`config.mk`:
```
export PLATFORM = sky130hd
export DESIGN_NAME = drive_power_state_velocity
export DESIGN_NICKNAME = d
export VERILOG_FILES = /design/src/drive_pkg.sv /design/src/velocity_limit_if.sv /design/src/drive_power_state_velocity.sv /design/src/velocity_limiter.sv
export VERILOG_INCLUDE_DIRS = /design/src
export SDC_FILE = /design/constraint.sdc
export NUM_CORES = 1
export LEC_CHECK = 0
export ABC_AREA = 0
export BUFFER_PORTS_ARGS = -buffer_cell sky130_fd_sc_hd__buf_2
export CORE_MARGIN = 2
export CORE_UTILIZATION = 50
export CTS_BUF_LIST = sky130_fd_sc_hd__clkbuf_8
export CTS_CLUSTER_DIAMETER = 100
export DETAILED_ROUTE_END_ITERATION = 8
export GPL_ROUTABILITY_DRIVEN = 0
export PLACE_DENSITY = 0.77
export SYNTH_ARGS = -nofsm -noshare
export SYNTH_HDL_FRONTEND = slang
export SYNTH_SLANG_ARGS = --single-unit
```
`constraint.sdc`:
```
create_clock -name i_clk_sys -period 10.27 [get_ports i_clk_sys]
set_input_delay 2.054 -clock i_clk_sys [delete_from_list [all_inputs] [get_ports i_clk_sys]]
set_output_delay 2.054 -clock i_clk_sys [all_outputs]
set_load 0.02 [all_outputs]
```
`src/drive_cfg.svh`:
```
// offsets, field positions, reset values and codes of the drive objects
`ifndef DRIVE_CFG_SVH
`define DRIVE_CFG_SVH

// object indices
`define IDX_POWER_STATE_COMMAND 16'h6040
`define IDX_POWER_STATE_REPORT 16'h6041
`define IDX_VELOCITY_TARGET 16'h6042
`define IDX_VELOCITY_DEMAND 16'h6043
`define IDX_VELOCITY_ACTUAL 16'h6044
`define IDX_VELOCITY_LIMITS 16'h6046
// subindices of the limit array
`define SUB_LIMIT_COUNT 8'h00
`define SUB_SPEED_FLOOR 8'h01
`define SUB_SPEED_CEILING 8'h02
`define LIMIT_COUNT_VALUE 32'h0000_0002

// reset values
`define RST_POWER_STATE_COMMAND 16'h0000
`define RST_POWER_STATE_REPORT 16'h0000
`define RST_VELOCITY_TARGET 16'h00c8
`define RST_VELOCITY_DEMAND 16'h0000
`define RST_SPEED_FLOOR 32'h0000_0000
`define RST_SPEED_CEILING 32'h0000_7530

// command word bit positions
`define CMD_SWITCH_ON 0
`define CMD_VOLTAGE_ENABLE 1
`define CMD_QUICK_HALT_N 2
`define CMD_OPERATION_ENABLE 3
`define CMD_ERROR_CLEAR 7
`define CMD_HALT 8
`define CMD_MODE_BIT9 9

// report word bit positions
`define RPT_READY_FOR_POWER 0
`define RPT_SWITCHED_ON 1
`define RPT_OPERATION_ENABLED 2
`define RPT_FAULT 3
`define RPT_VOLTAGE_APPLIED 4
`define RPT_QUICK_HALT_N 5
`define RPT_POWER_INHIBITED 6
`define RPT_WARNING 7
`define RPT_BUS_SYNC 8
`define RPT_REMOTE 9
`define RPT_GOAL_REACHED 10
`define RPT_INTERNAL_LIMIT 11
`define RPT_FEEDBACK_LOOP 15

// operating mode codes
`define MODE_PROFILE_POSITION 8'h01
`define MODE_VELOCITY 8'h02
`define MODE_PROFILE_VELOCITY 8'h03
`define MODE_PROFILE_TORQUE 8'h04
`define MODE_INTERPOLATED 8'h07

`endif

```
`src/drive_pkg.sv`:
```
// types shared by the drive power state logic
`default_nettype none
package drive_pkg;
  typedef enum logic [2:0] {
    ST_NOT_READY,
    ST_POWER_INHIBITED,
    ST_READY_FOR_POWER,
    ST_SWITCHED_ON,
    ST_OPERATION_ENABLED,
    ST_QUICK_HALT_ACTIVE,
    ST_FAULT_REACTION,
    ST_FAULT
  } power_state_t;
endpackage
`default_nettype wire

```
`src/velocity_limit_if.sv`:
```
// interface between the drive core and its speed limiter
`timescale 1ns/1ps
`default_nettype none
interface velocity_limit_if;
  logic signed [15:0] target;
  logic [31:0] speed_floor;
  logic [31:0] speed_ceiling;
  logic signed [15:0] clamped;
  logic limited;
  modport owner (output target, speed_floor, speed_ceiling,
    input clamped, limited);
  modport limiter (input target, speed_floor, speed_ceiling,
    output clamped, limited);
endinterface
`default_nettype wire

```
`src/drive_power_state_velocity.sv`:
```
// drive power state machine, report word and velocity setpoint path
`timescale 1ns/1ps
`default_nettype none
`include "drive_cfg.svh"

// What this block does
// RULE1: command bit 0 set moves the drive toward switched on.
// RULE2: command bit 1 set moves the drive toward voltage enabled.
// RULE3: command bit 2 is active low; cleared enters quick halt from operation enabled, power inhibited from ready or switched on.
// RULE4: command bit 3 set moves the drive toward operation enabled.
// RULE5: command bit 7 clears a pending error only if clearing is allowed.
// RULE6: command bit 8 halts motion in the five halt-capable modes.
// RULE7: command bits 4 to 6 and 9 pass to the selected mode.
// RULE8: report bits 0,1,2 show ready, switched on, operation enabled.
// RULE9: report bit 5 reads zero only in quick halt active; the report resets to zero, so it reads zero until the first edge after reset.
// RULE10: report bit 6 reads one in power inhibited state.
// RULE11: report bit 8 shows fieldbus synchronisation.
// RULE12: report bit 9, remote, always reads one; the report resets to zero, so it reads zero until the first edge after reset.
// RULE13: report bit 15 set only operation enabled with closed loop.
// RULE14: not ready state reports x0xx 0000.
// RULE15: power inhibited state reports x1xx 0000.
// RULE16: ready, switched on, enabled report x01x 0001/0011/0111.
// RULE17: quick halt reports x00x 0111; fault reaction x0xx 1111.
// RULE18: fault state reports x0xx 1000.
// RULE19: target below floor is replaced by floor and limit flag set.
// RULE20: target above ceiling is replaced by ceiling and flag set.
// RULE21: each command write is evaluated and the report updated.
module drive_power_state_velocity (
  input wire logic i_clk_sys,
  input wire logic i_resetn,
  input wire logic i_obj_write,
  input wire logic i_obj_read,
  input wire logic [15:0] i_obj_index,
  input wire logic [7:0] i_obj_subindex,
  input wire logic [31:0] i_obj_wdata,
  output logic o_obj_ack,
  output logic o_obj_error,
  output logic [31:0] o_obj_rdata,
  input wire logic [7:0] i_op_mode,
  input wire logic i_fault,
  input wire logic i_fault_reaction_done,
  input wire logic i_motion_stopped,
  input wire logic i_voltage_present,
  input wire logic i_warning,
  input wire logic i_closed_loop,
  input wire logic i_bus_sync,
  input wire logic signed [15:0] i_velocity_actual,
  output logic [15:0] o_power_state_report,
  output logic signed [15:0] o_velocity_demand,
  output logic o_power_stage_on,
  output logic o_operation_enabled,
  output logic o_halt,
  output logic [3:0] o_mode_specific_bits
);

  // ==========================================================
  // pin synchroniser
  logic sync_meta, sync_pin;

  // bus sync pin passes two flops before use
  always_ff @(posedge i_clk_sys or negedge i_resetn) begin
    if (!i_resetn) begin
      sync_meta <= 1'b0;
      sync_pin <= 1'b0;
    end else begin
      sync_meta <= i_bus_sync;
      sync_pin <= sync_meta;
    end
  end

  // ==========================================================
  // object registers
  logic [15:0] power_state_command, next_power_state_command;
  logic signed [15:0] velocity_target, next_velocity_target;
  logic [31:0] velocity_lower_limit, next_velocity_lower_limit;
  logic [31:0] velocity_upper_limit, next_velocity_upper_limit;
  logic command_fresh, next_command_fresh;
  logic [15:0] command_prev, next_command_prev;
  logic obj_ack, next_obj_ack, obj_error, next_obj_error;
  logic [31:0] obj_rdata, next_obj_rdata;
  logic [15:0] power_state_report;
  logic signed [15:0] velocity_demand;
  logic hit_command, hit_target, hit_floor, hit_ceiling;

  // decode, writes, reads and the one-cycle answer; anything not
  // writable (read-only or unmapped) answers with error
  always_comb begin
    hit_command = (i_obj_index == `IDX_POWER_STATE_COMMAND);
    hit_target = (i_obj_index == `IDX_VELOCITY_TARGET);
    hit_floor = (i_obj_index == `IDX_VELOCITY_LIMITS) &&
                (i_obj_subindex == `SUB_SPEED_FLOOR);
    hit_ceiling = (i_obj_index == `IDX_VELOCITY_LIMITS) &&
                  (i_obj_subindex == `SUB_SPEED_CEILING);
    next_power_state_command = power_state_command;
    next_velocity_target = velocity_target;
    next_velocity_lower_limit = velocity_lower_limit;
    next_velocity_upper_limit = velocity_upper_limit;
    next_command_fresh = 1'b0;
    next_command_prev = command_fresh ? command_prev : power_state_command;
    next_obj_ack = i_obj_write || i_obj_read;
    next_obj_error = 1'b0;
    next_obj_rdata = obj_rdata;
    if (i_obj_write) begin
      if (hit_command) begin
        next_power_state_command = i_obj_wdata[15:0];
        next_command_fresh = 1'b1; // RULE21
      end else if (hit_target) begin
        next_velocity_target = i_obj_wdata[15:0];
      end else if (hit_floor) begin
        next_velocity_lower_limit = i_obj_wdata;
      end else if (hit_ceiling) begin
        next_velocity_upper_limit = i_obj_wdata;
      end else begin
        next_obj_error = 1'b1; // read-only or unmapped
      end
    end else if (i_obj_read) begin
      next_obj_rdata = 32'h0000_0000;
      case (i_obj_index)
        `IDX_POWER_STATE_COMMAND: next_obj_rdata[15:0] = power_state_command;
        `IDX_POWER_STATE_REPORT: next_obj_rdata[15:0] = power_state_report;
        `IDX_VELOCITY_TARGET: next_obj_rdata[15:0] = velocity_target;
        `IDX_VELOCITY_DEMAND: next_obj_rdata[15:0] = velocity_demand;
        `IDX_VELOCITY_ACTUAL: next_obj_rdata[15:0] = i_velocity_actual;
        `IDX_VELOCITY_LIMITS: begin
          case (i_obj_subindex)
            `SUB_LIMIT_COUNT: next_obj_rdata = `LIMIT_COUNT_VALUE;
            `SUB_SPEED_FLOOR: next_obj_rdata = velocity_lower_limit;
            `SUB_SPEED_CEILING: next_obj_rdata = velocity_upper_limit;
            default: next_obj_error = 1'b1;
          endcase
        end
        default: next_obj_error = 1'b1;
      endcase
    end
  end
  always_ff @(posedge i_clk_sys or negedge i_resetn) begin
    if (!i_resetn) begin
      power_state_command <= `RST_POWER_STATE_COMMAND;
      velocity_target <= `RST_VELOCITY_TARGET;
      velocity_lower_limit <= `RST_SPEED_FLOOR;
      velocity_upper_limit <= `RST_SPEED_CEILING;
      command_fresh <= 1'b0;
      command_prev <= `RST_POWER_STATE_COMMAND;
      obj_ack <= 1'b0;
      obj_error <= 1'b0;
      obj_rdata <= 32'h0000_0000;
    end else begin
      power_state_command <= next_power_state_command;
      velocity_target <= next_velocity_target;
      velocity_lower_limit <= next_velocity_lower_limit;
      velocity_upper_limit <= next_velocity_upper_limit;
      command_fresh <= next_command_fresh;
      command_prev <= next_command_prev;
      obj_ack <= next_obj_ack;
      obj_error <= next_obj_error;
      obj_rdata <= next_obj_rdata;
    end
  end
  assign o_obj_ack = obj_ack;
  assign o_obj_error = obj_error;
  assign o_obj_rdata = obj_rdata;

  // ==========================================================
  // power state machine
  drive_pkg::power_state_t state;
  drive_pkg::power_state_t next_state;
  logic want_on, want_voltage, quick_halt_n, want_operation, clear_edge;

  // command bits of the latest write
  always_comb begin
    want_on = power_state_command[`CMD_SWITCH_ON]; // RULE1
    want_voltage = power_state_command[`CMD_VOLTAGE_ENABLE]; // RULE2
    quick_halt_n = power_state_command[`CMD_QUICK_HALT_N]; // RULE3
    want_operation = power_state_command[`CMD_OPERATION_ENABLE]; // RULE4
    clear_edge = power_state_command[`CMD_ERROR_CLEAR] &&
                 !command_prev[`CMD_ERROR_CLEAR];
  end

  // transitions: faults at once, commands on a fresh write
  always_comb begin
    next_state = state;
    case (state)
      drive_pkg::ST_NOT_READY: next_state = drive_pkg::ST_POWER_INHIBITED;
      drive_pkg::ST_POWER_INHIBITED:
        if (command_fresh && want_voltage && quick_halt_n && !want_on)
          next_state = drive_pkg::ST_READY_FOR_POWER;
      drive_pkg::ST_READY_FOR_POWER: begin
        if (command_fresh) begin
          if (!want_voltage || !quick_halt_n)
            next_state = drive_pkg::ST_POWER_INHIBITED; // RULE2
          else if (want_on)
            next_state = drive_pkg::ST_SWITCHED_ON; // RULE1
        end
      end
      drive_pkg::ST_SWITCHED_ON: begin
        if (command_fresh) begin
          if (!want_voltage || !quick_halt_n)
            next_state = drive_pkg::ST_POWER_INHIBITED;
          else if (!want_on)
            next_state = drive_pkg::ST_READY_FOR_POWER;
          else if (want_operation)
            next_state = drive_pkg::ST_OPERATION_ENABLED; // RULE4
        end
      end
      drive_pkg::ST_OPERATION_ENABLED: begin
        if (command_fresh) begin
          if (!want_voltage)
            next_state = drive_pkg::ST_POWER_INHIBITED;
          else if (!quick_halt_n)
            next_state = drive_pkg::ST_QUICK_HALT_ACTIVE; // RULE3
          else if (!want_on)
            next_state = drive_pkg::ST_READY_FOR_POWER;
          else if (!want_operation)
            next_state = drive_pkg::ST_SWITCHED_ON;
        end
      end
      drive_pkg::ST_QUICK_HALT_ACTIVE:
        if (i_motion_stopped || (command_fresh && !want_voltage))
          next_state = drive_pkg::ST_POWER_INHIBITED;
      drive_pkg::ST_FAULT_REACTION:
        if (i_fault_reaction_done)
          next_state = drive_pkg::ST_FAULT;
      drive_pkg::ST_FAULT:
        if (command_fresh && clear_edge && !i_fault)
          next_state = drive_pkg::ST_POWER_INHIBITED; // RULE5
      default: next_state = drive_pkg::ST_NOT_READY;
    endcase
    if (i_fault && (state != drive_pkg::ST_FAULT_REACTION) &&
        (state != drive_pkg::ST_FAULT))
      next_state = drive_pkg::ST_FAULT_REACTION;
  end
  always_ff @(posedge i_clk_sys or negedge i_resetn) begin
    if (!i_resetn) begin
      state <= drive_pkg::ST_NOT_READY;
    end else begin
      state <= next_state;
    end
  end

  // ==========================================================
  // velocity setpoint path
  velocity_limit_if lim ();
  logic internal_limit_flag, next_internal_limit_flag;
  logic halt_capable;
  logic signed [15:0] next_velocity_demand;
  assign lim.target = velocity_target;
  assign lim.speed_floor = velocity_lower_limit;
  assign lim.speed_ceiling = velocity_upper_limit;
  velocity_limiter u_limiter (
    .lim(lim)
  );

  // halt acts only in the halt-capable modes
  assign halt_capable = (i_op_mode == `MODE_PROFILE_POSITION) ||
                        (i_op_mode == `MODE_VELOCITY) ||
                        (i_op_mode == `MODE_PROFILE_VELOCITY) ||
                        (i_op_mode == `MODE_PROFILE_TORQUE) ||
                        (i_op_mode == `MODE_INTERPOLATED);

  // in velocity mode, demand follows the clamped target while enabled and not halted
  always_comb begin
    next_velocity_demand = `RST_VELOCITY_DEMAND;
    next_internal_limit_flag = 1'b0;
    if (i_op_mode == `MODE_VELOCITY) begin
      next_internal_limit_flag = lim.limited; // RULE19 RULE20
      if ((state == drive_pkg::ST_OPERATION_ENABLED) &&
          !(halt_capable && power_state_command[`CMD_HALT])) // RULE6
        next_velocity_demand = lim.clamped; // RULE19 RULE20
    end
  end
  always_ff @(posedge i_clk_sys or negedge i_resetn) begin
    if (!i_resetn) begin
      velocity_demand <= `RST_VELOCITY_DEMAND;
      internal_limit_flag <= 1'b0;
    end else begin
      velocity_demand <= next_velocity_demand;
      internal_limit_flag <= next_internal_limit_flag;
    end
  end

  // ==========================================================
  // report word
  logic [15:0] next_power_state_report;

  // state patterns plus condition flags
  always_comb begin
    next_power_state_report = 16'h0000;
    next_power_state_report[`RPT_QUICK_HALT_N] = 1'b1; // RULE9
    case (state)
      drive_pkg::ST_NOT_READY: ; // RULE14
      drive_pkg::ST_POWER_INHIBITED:
        next_power_state_report[`RPT_POWER_INHIBITED] = 1'b1; // RULE10 RULE15
      drive_pkg::ST_READY_FOR_POWER:
        next_power_state_report[3:0] = 4'h1; // RULE8 RULE16
      drive_pkg::ST_SWITCHED_ON:
        next_power_state_report[3:0] = 4'h3; // RULE16
      drive_pkg::ST_OPERATION_ENABLED:
        next_power_state_report[3:0] = 4'h7; // RULE16
      drive_pkg::ST_QUICK_HALT_ACTIVE: begin
        next_power_state_report[3:0] = 4'h7; // RULE17
        next_power_state_report[`RPT_QUICK_HALT_N] = 1'b0; // RULE9
      end
      drive_pkg::ST_FAULT_REACTION:
        next_power_state_report[3:0] = 4'hf; // RULE17
      drive_pkg::ST_FAULT:
        next_power_state_report[3:0] = 4'h8; // RULE18
      default: next_power_state_report[3:0] = 4'h0;
    endcase
    next_power_state_report[`RPT_VOLTAGE_APPLIED] = i_voltage_present;
    next_power_state_report[`RPT_WARNING] = i_warning;
    next_power_state_report[`RPT_BUS_SYNC] = sync_pin; // RULE11
    next_power_state_report[`RPT_REMOTE] = 1'b1; // RULE12
    next_power_state_report[`RPT_GOAL_REACHED] =
      (velocity_demand == i_velocity_actual);
    next_power_state_report[`RPT_INTERNAL_LIMIT] = internal_limit_flag;
    next_power_state_report[`RPT_FEEDBACK_LOOP] =
      (state == drive_pkg::ST_OPERATION_ENABLED) && i_closed_loop; // RULE13
  end
  always_ff @(posedge i_clk_sys or negedge i_resetn) begin
    if (!i_resetn) begin
      power_state_report <= `RST_POWER_STATE_REPORT;
    end else begin
      power_state_report <= next_power_state_report; // RULE21
    end
  end

  // ==========================================================
  // outputs toward the drive stages
  logic power_stage_on, next_power_stage_on;
  logic operation_enabled, next_operation_enabled;
  logic halt, next_halt;
  logic [3:0] mode_specific_bits, next_mode_specific_bits;

  // mode bits passed raw; their meaning belongs to the active mode
  always_comb begin
    next_power_stage_on = (state == drive_pkg::ST_SWITCHED_ON) ||
                          (state == drive_pkg::ST_OPERATION_ENABLED) ||
                          (state == drive_pkg::ST_QUICK_HALT_ACTIVE);
    next_operation_enabled = (state == drive_pkg::ST_OPERATION_ENABLED);
    next_halt = halt_capable && power_state_command[`CMD_HALT]; // RULE6
    next_mode_specific_bits = {power_state_command[`CMD_MODE_BIT9],
                               power_state_command[6:4]}; // RULE7
  end
  always_ff @(posedge i_clk_sys or negedge i_resetn) begin
    if (!i_resetn) begin
      power_stage_on <= 1'b0;
      operation_enabled <= 1'b0;
      halt <= 1'b0;
      mode_specific_bits <= 4'h0;
    end else begin
      power_stage_on <= next_power_stage_on;
      operation_enabled <= next_operation_enabled;
      halt <= next_halt;
      mode_specific_bits <= next_mode_specific_bits;
    end
  end
  assign o_power_state_report = power_state_report;
  assign o_velocity_demand = velocity_demand;
  assign o_power_stage_on = power_stage_on;
  assign o_operation_enabled = operation_enabled;
  assign o_halt = halt;
  assign o_mode_specific_bits = mode_specific_bits;

endmodule // drive_power_state_velocity
`default_nettype wire

```
`src/velocity_limiter.sv`:
```
// clamps the magnitude of the target speed between floor and ceiling
`timescale 1ns/1ps
`default_nettype none
module velocity_limiter (
  velocity_limit_if.limiter lim
);
  logic [16:0] magnitude;
  logic [16:0] limit_mag;
  logic negative;

  // magnitude compare, sign of the target kept
  always_comb begin
    negative = lim.target[15];
    magnitude = negative ? 17'(-$signed({lim.target[15], lim.target}))
                         : {1'b0, lim.target};
    limit_mag = magnitude;
    lim.limited = 1'b0;
    if ({15'h0000, magnitude} < lim.speed_floor) begin
      limit_mag = (lim.speed_floor > 32'h0000_7fff) ? 17'h07fff
                                                    : lim.speed_floor[16:0];
      lim.limited = 1'b1; // RULE19
    end else if ({15'h0000, magnitude} > lim.speed_ceiling) begin
      limit_mag = lim.speed_ceiling[16:0];
      lim.limited = 1'b1; // RULE20
    end
    lim.clamped = negative ? 16'(-$signed(limit_mag)) : limit_mag[15:0];
  end
endmodule // velocity_limiter
`default_nettype wire

```
==> flow_metrics.tcl <==
set metrics [dict create \
    worst-setup-path-type "reg2reg" \
    clock_latency_reported_for_the_late_side_of_the_worst_skew_pair_ps 470 \
    hold-path-endpoint "sync_pin" \
    y_dimension_of_the_die_um 141.4 \
    crit_path_start "lim.target[8]" \
    required_ps 10610 \
    cts_root_buffer "sky130_fd_sc_hd__clkbuf_8" \
    synth_async_sr_flop_share_pct 100.0 \
    reg2reg_depth 15 \
    pre_cts_ws_ps 4375 \
    area_delta_synth_final_pct 14.43 \
    multiInputGateArea_sq_um 4740 \
    worst_slew_pin_slew_ps 1219 \
    setup.worst_path.start_class "flip-flop" \
    tritoncts "done" \
    final.setup_skew_ps 21.09 \
    netlist_instances 857 \
    post-cts-setup-buffers 0 \
    min_path_type "reg2reg" \
    postLayoutCoreUtil_pct 58.11 \
    synth.top_cells.by_count "sky130_fd_sc_hd__dfrtp_1 (164), sky130_fd_sc_hd__mux2_2 (96), sky130_fd_sc_hd__nand2_1 (60)" \
    setup_tns_ps 0 \
    initial_utilization_pct 50.78 \
    first_global_vias 7449 \
    fin_crit_ps 5899 \
    max_freq_mhz 169.5 \
    placed_area_sq_um 10420 \
    via_count 7592 \
    path_clk_slew_ps 100 \
    grt_setup_unrepaired "no" \
    outcome "complete, no violations" \
    wl_per_cell_um 21.02 \
    layout_setup_ws_ps 4371 \
    numPortBuffers 160 \
    r2r-start "lim.target[8]" \
    worst_setup_path_end_kind "flip-flop" \
    worst_ir_drop_vdd_uv 79.83 \
    post_synth_instance_area_sq_um 9435 \
    detail-route-antenna-nets 0 \
    max_cap_violations 0 \
    setup_viol 0 \
    slew_headroom_pct 18.30 \
    synth_warnings 0 \
    post-dp-hpwl_um 18680 \
    detail_route.wirelength_um 26190 \
    die_area_sq_um 19990 \
    htree_levels 4 \
    power.leakage_nw 5.201 \
    final.period_utilization_pct 57.44 \
    firstDrtPassIters 6 \
    grt_use_total_pct 26.92 \
    grt_first_pass_wirelength_um 41380 \
    min_delay_path_depth 0 \
    cts.path.max_buffers 2 \
    ioPinCount 164 \
    yosys.area.top_type "sky130_fd_sc_hd__dfrtp_1" \
    floorplan_core_area_sq_um 18580 \
    synth.distinct_cells 67 \
    post-synth-top-area-fraction_pct 43.50 \
    crit-reg2reg-capture "o_velocity_demand[13]" \
    slew_violations 0 \
    powerDensity_nw_per_um2 129.0 \
    grt_antenna_before_repair 0 \
    via_per_inst 6.093 \
    path_max_fanout 20 \
    synth_ff_type "sky130_fd_sc_hd__dfrtp_1" \
    die_width_um 141.4 \
    fraction_of_the_yosys_area_taken_by_sequential_cells_pct 46.28 \
    timing_hold_violations_final 0 \
    post_synthesis_register_bit_count 174 \
    fraction_of_layout_cells_with_a_size_suffix_above_1_pct 33.40 \
    fill_cell_instance_count_of_the_final_layout 1589 \
    first_iter_violations 771 \
    count_of_unresolved_drc_violations_after_routing 0 \
    rows 50 \
    synth-edff-count 0 \
    layout.area.seq_sq_um 4367 \
    design.final.nets 1125 \
    synth.top_cells.by_area "sky130_fd_sc_hd__dfrtp_1 (43%), sky130_fd_sc_hd__mux2_2 (11%), sky130_fd_sc_hd__ha_1 (4.6%), sky130_fd_sc_hd__xnor2_1 (3.3%), sky130_fd_sc_hd__mux4_2 (3.1%)" \
    hold_path_startpoint "sync_meta" \
    yosys.cell_count.top_type "sky130_fd_sc_hd__dfrtp_1" \
    post_cts_resize_count 0 \
    syn_avg_cell_area_sq_um 11.01 \
    critPathArrivalTime_ps 6240 \
    reg2reg_slack_ps 4370 \
    grt_start_max_net_pins 104 \
    insertedDiodeCount 0 \
    clock_sink_count 174 \
    grt_overflow 0 \
    report.power.total_mw 1.393 \
    post-route-cell-area_sq_um 10800 \
    cts_buffers 17 \
    post_cts_hold_buffer_count 0 \
]
## registers in the layout, summed over array words and instances, names as in the netlist
name	flops
command_fresh	1
command_prev	1
internal_limit_flag	1
lim.speed_ceiling	32
lim.speed_floor	32
lim.target	16
o_halt	1
o_mode_specific_bits	4
o_obj_ack	1
o_obj_error	1
o_obj_rdata	32
o_operation_enabled	1
o_power_stage_on	1
o_power_state_report	13
o_velocity_demand	16
power_state_command	16
state	3
sync_meta	1
sync_pin	1
## layer usage
layer / global-route usage, % / up-vias / wire length (um)
met5: 0 / - / 0
met2: 40.93 / 399 / 11710
met1: 38.35 / 3703 / 11480
met3: 6.547 / 51 / 2450
li1: - / 3439 / -
met4: 8.474 / 0 / 550
## area by class of cell
type / count / share of cell area [%]
multi-input combinational: 595 / 43.90
clock buffer: 19 / 2.422
sequential: 174 / 40.45
timing repair buffer: 166 / 7.892
inverter: 45 / 1.564
clock inverter: 13 / 1.066
tap: 234 / 2.712
## how the worst max path moves through the flow
stage                                  endpoint  slack (ps)  depth (start not counted)
after floorplan           o_velocity_demand[15]        5520                         17
after global placement    o_velocity_demand[13]        4650                         15
after detailed placement  o_velocity_demand[13]        4380                         15
after CTS                 o_velocity_demand[13]        4370                         15
after global routing      o_velocity_demand[11]        3900                         15
final                     o_velocity_demand[13]        4370                         15
## cell usage in the layout (no fill, tap or decap), types with 6 or more instances in the layout
cell | netlist | layout
sky130_fd_sc_hd__a21oi_1 | 34 | 34
sky130_fd_sc_hd__a222oi_1 | 14 | 14
sky130_fd_sc_hd__a22o_1 | 11 | 11
sky130_fd_sc_hd__a22oi_1 | 22 | 22
sky130_fd_sc_hd__a2bb2oi_1 | 7 | 7
sky130_fd_sc_hd__buf_2 | 10 | 159
sky130_fd_sc_hd__buf_4 | 4 | 6
sky130_fd_sc_hd__clkbuf_8 | 0 | 19
sky130_fd_sc_hd__conb_1 | 2 | 6
sky130_fd_sc_hd__dfrtp_1 | 164 | 164
sky130_fd_sc_hd__dfstp_2 | 10 | 10
sky130_fd_sc_hd__ha_1 | 35 | 35
sky130_fd_sc_hd__inv_1 | 45 | 46
sky130_fd_sc_hd__mux2_2 | 96 | 96
sky130_fd_sc_hd__mux2i_1 | 15 | 15
sky130_fd_sc_hd__mux4_2 | 13 | 13
sky130_fd_sc_hd__nand2_1 | 60 | 60
sky130_fd_sc_hd__nand3_1 | 15 | 15
sky130_fd_sc_hd__nand4_1 | 13 | 13
sky130_fd_sc_hd__nor2_1 | 51 | 51
sky130_fd_sc_hd__nor3_1 | 11 | 10
sky130_fd_sc_hd__nor4_1 | 11 | 11
sky130_fd_sc_hd__o21ai_0 | 37 | 37
sky130_fd_sc_hd__o31ai_1 | 21 | 20
sky130_fd_sc_hd__xnor2_1 | 36 | 36
sky130_fd_sc_hd__xor2_1 | 9 | 9
## through the flow
step,cells,hold WS (ps)
finish,1246,354.5
global route,1246,369.4
CTS,1246,357.0
detailed placement,1214,335.7
global placement,1214,332.4
floorplan,861,331.2
## cell families after synthesis
logic type      after synthesis  synth area share (%)
compound gates              183                 14.15
xor+xnor                     45                 4.177
fa+ha+maj                    35                 4.641
buf+inv                      92                 3.952
flops                       174                 46.28
mux                         124                 16.15
other cells                   2               0.07959
simple gates                202                 10.57
## worst max-delay path, cell delays in order, from the launching register on
cell	delay [ps]
sky130_fd_sc_hd__dfrtp_1	480
sky130_fd_sc_hd__or4_1	610
sky130_fd_sc_hd__or3_1	380
sky130_fd_sc_hd__nor4_1	510
sky130_fd_sc_hd__ha_1	340
sky130_fd_sc_hd__nand4_1	170
sky130_fd_sc_hd__nor2_1	70
sky130_fd_sc_hd__a2111o_1	400
sky130_fd_sc_hd__o31ai_4	1000
sky130_fd_sc_hd__mux2i_1	280
sky130_fd_sc_hd__a2bb2oi_1	140
sky130_fd_sc_hd__a2111oi_1	610
sky130_fd_sc_hd__nand3_1	290
sky130_fd_sc_hd__o21ai_0	260
sky130_fd_sc_hd__xor2_1	170
sky130_fd_sc_hd__nor2_1	60
## where the power goes
part | total, mW | switching (mW) | leakage (nW) | internal, mW
Sequential | 0.741 | 0.0359 | 2.33 | 0.705
Clock | 0.462 | 0.257 | 0.190 | 0.205
Combinational | 0.190 | 0.115 | 2.68 | 0.0743
Power figures use the tool's default switching activity.
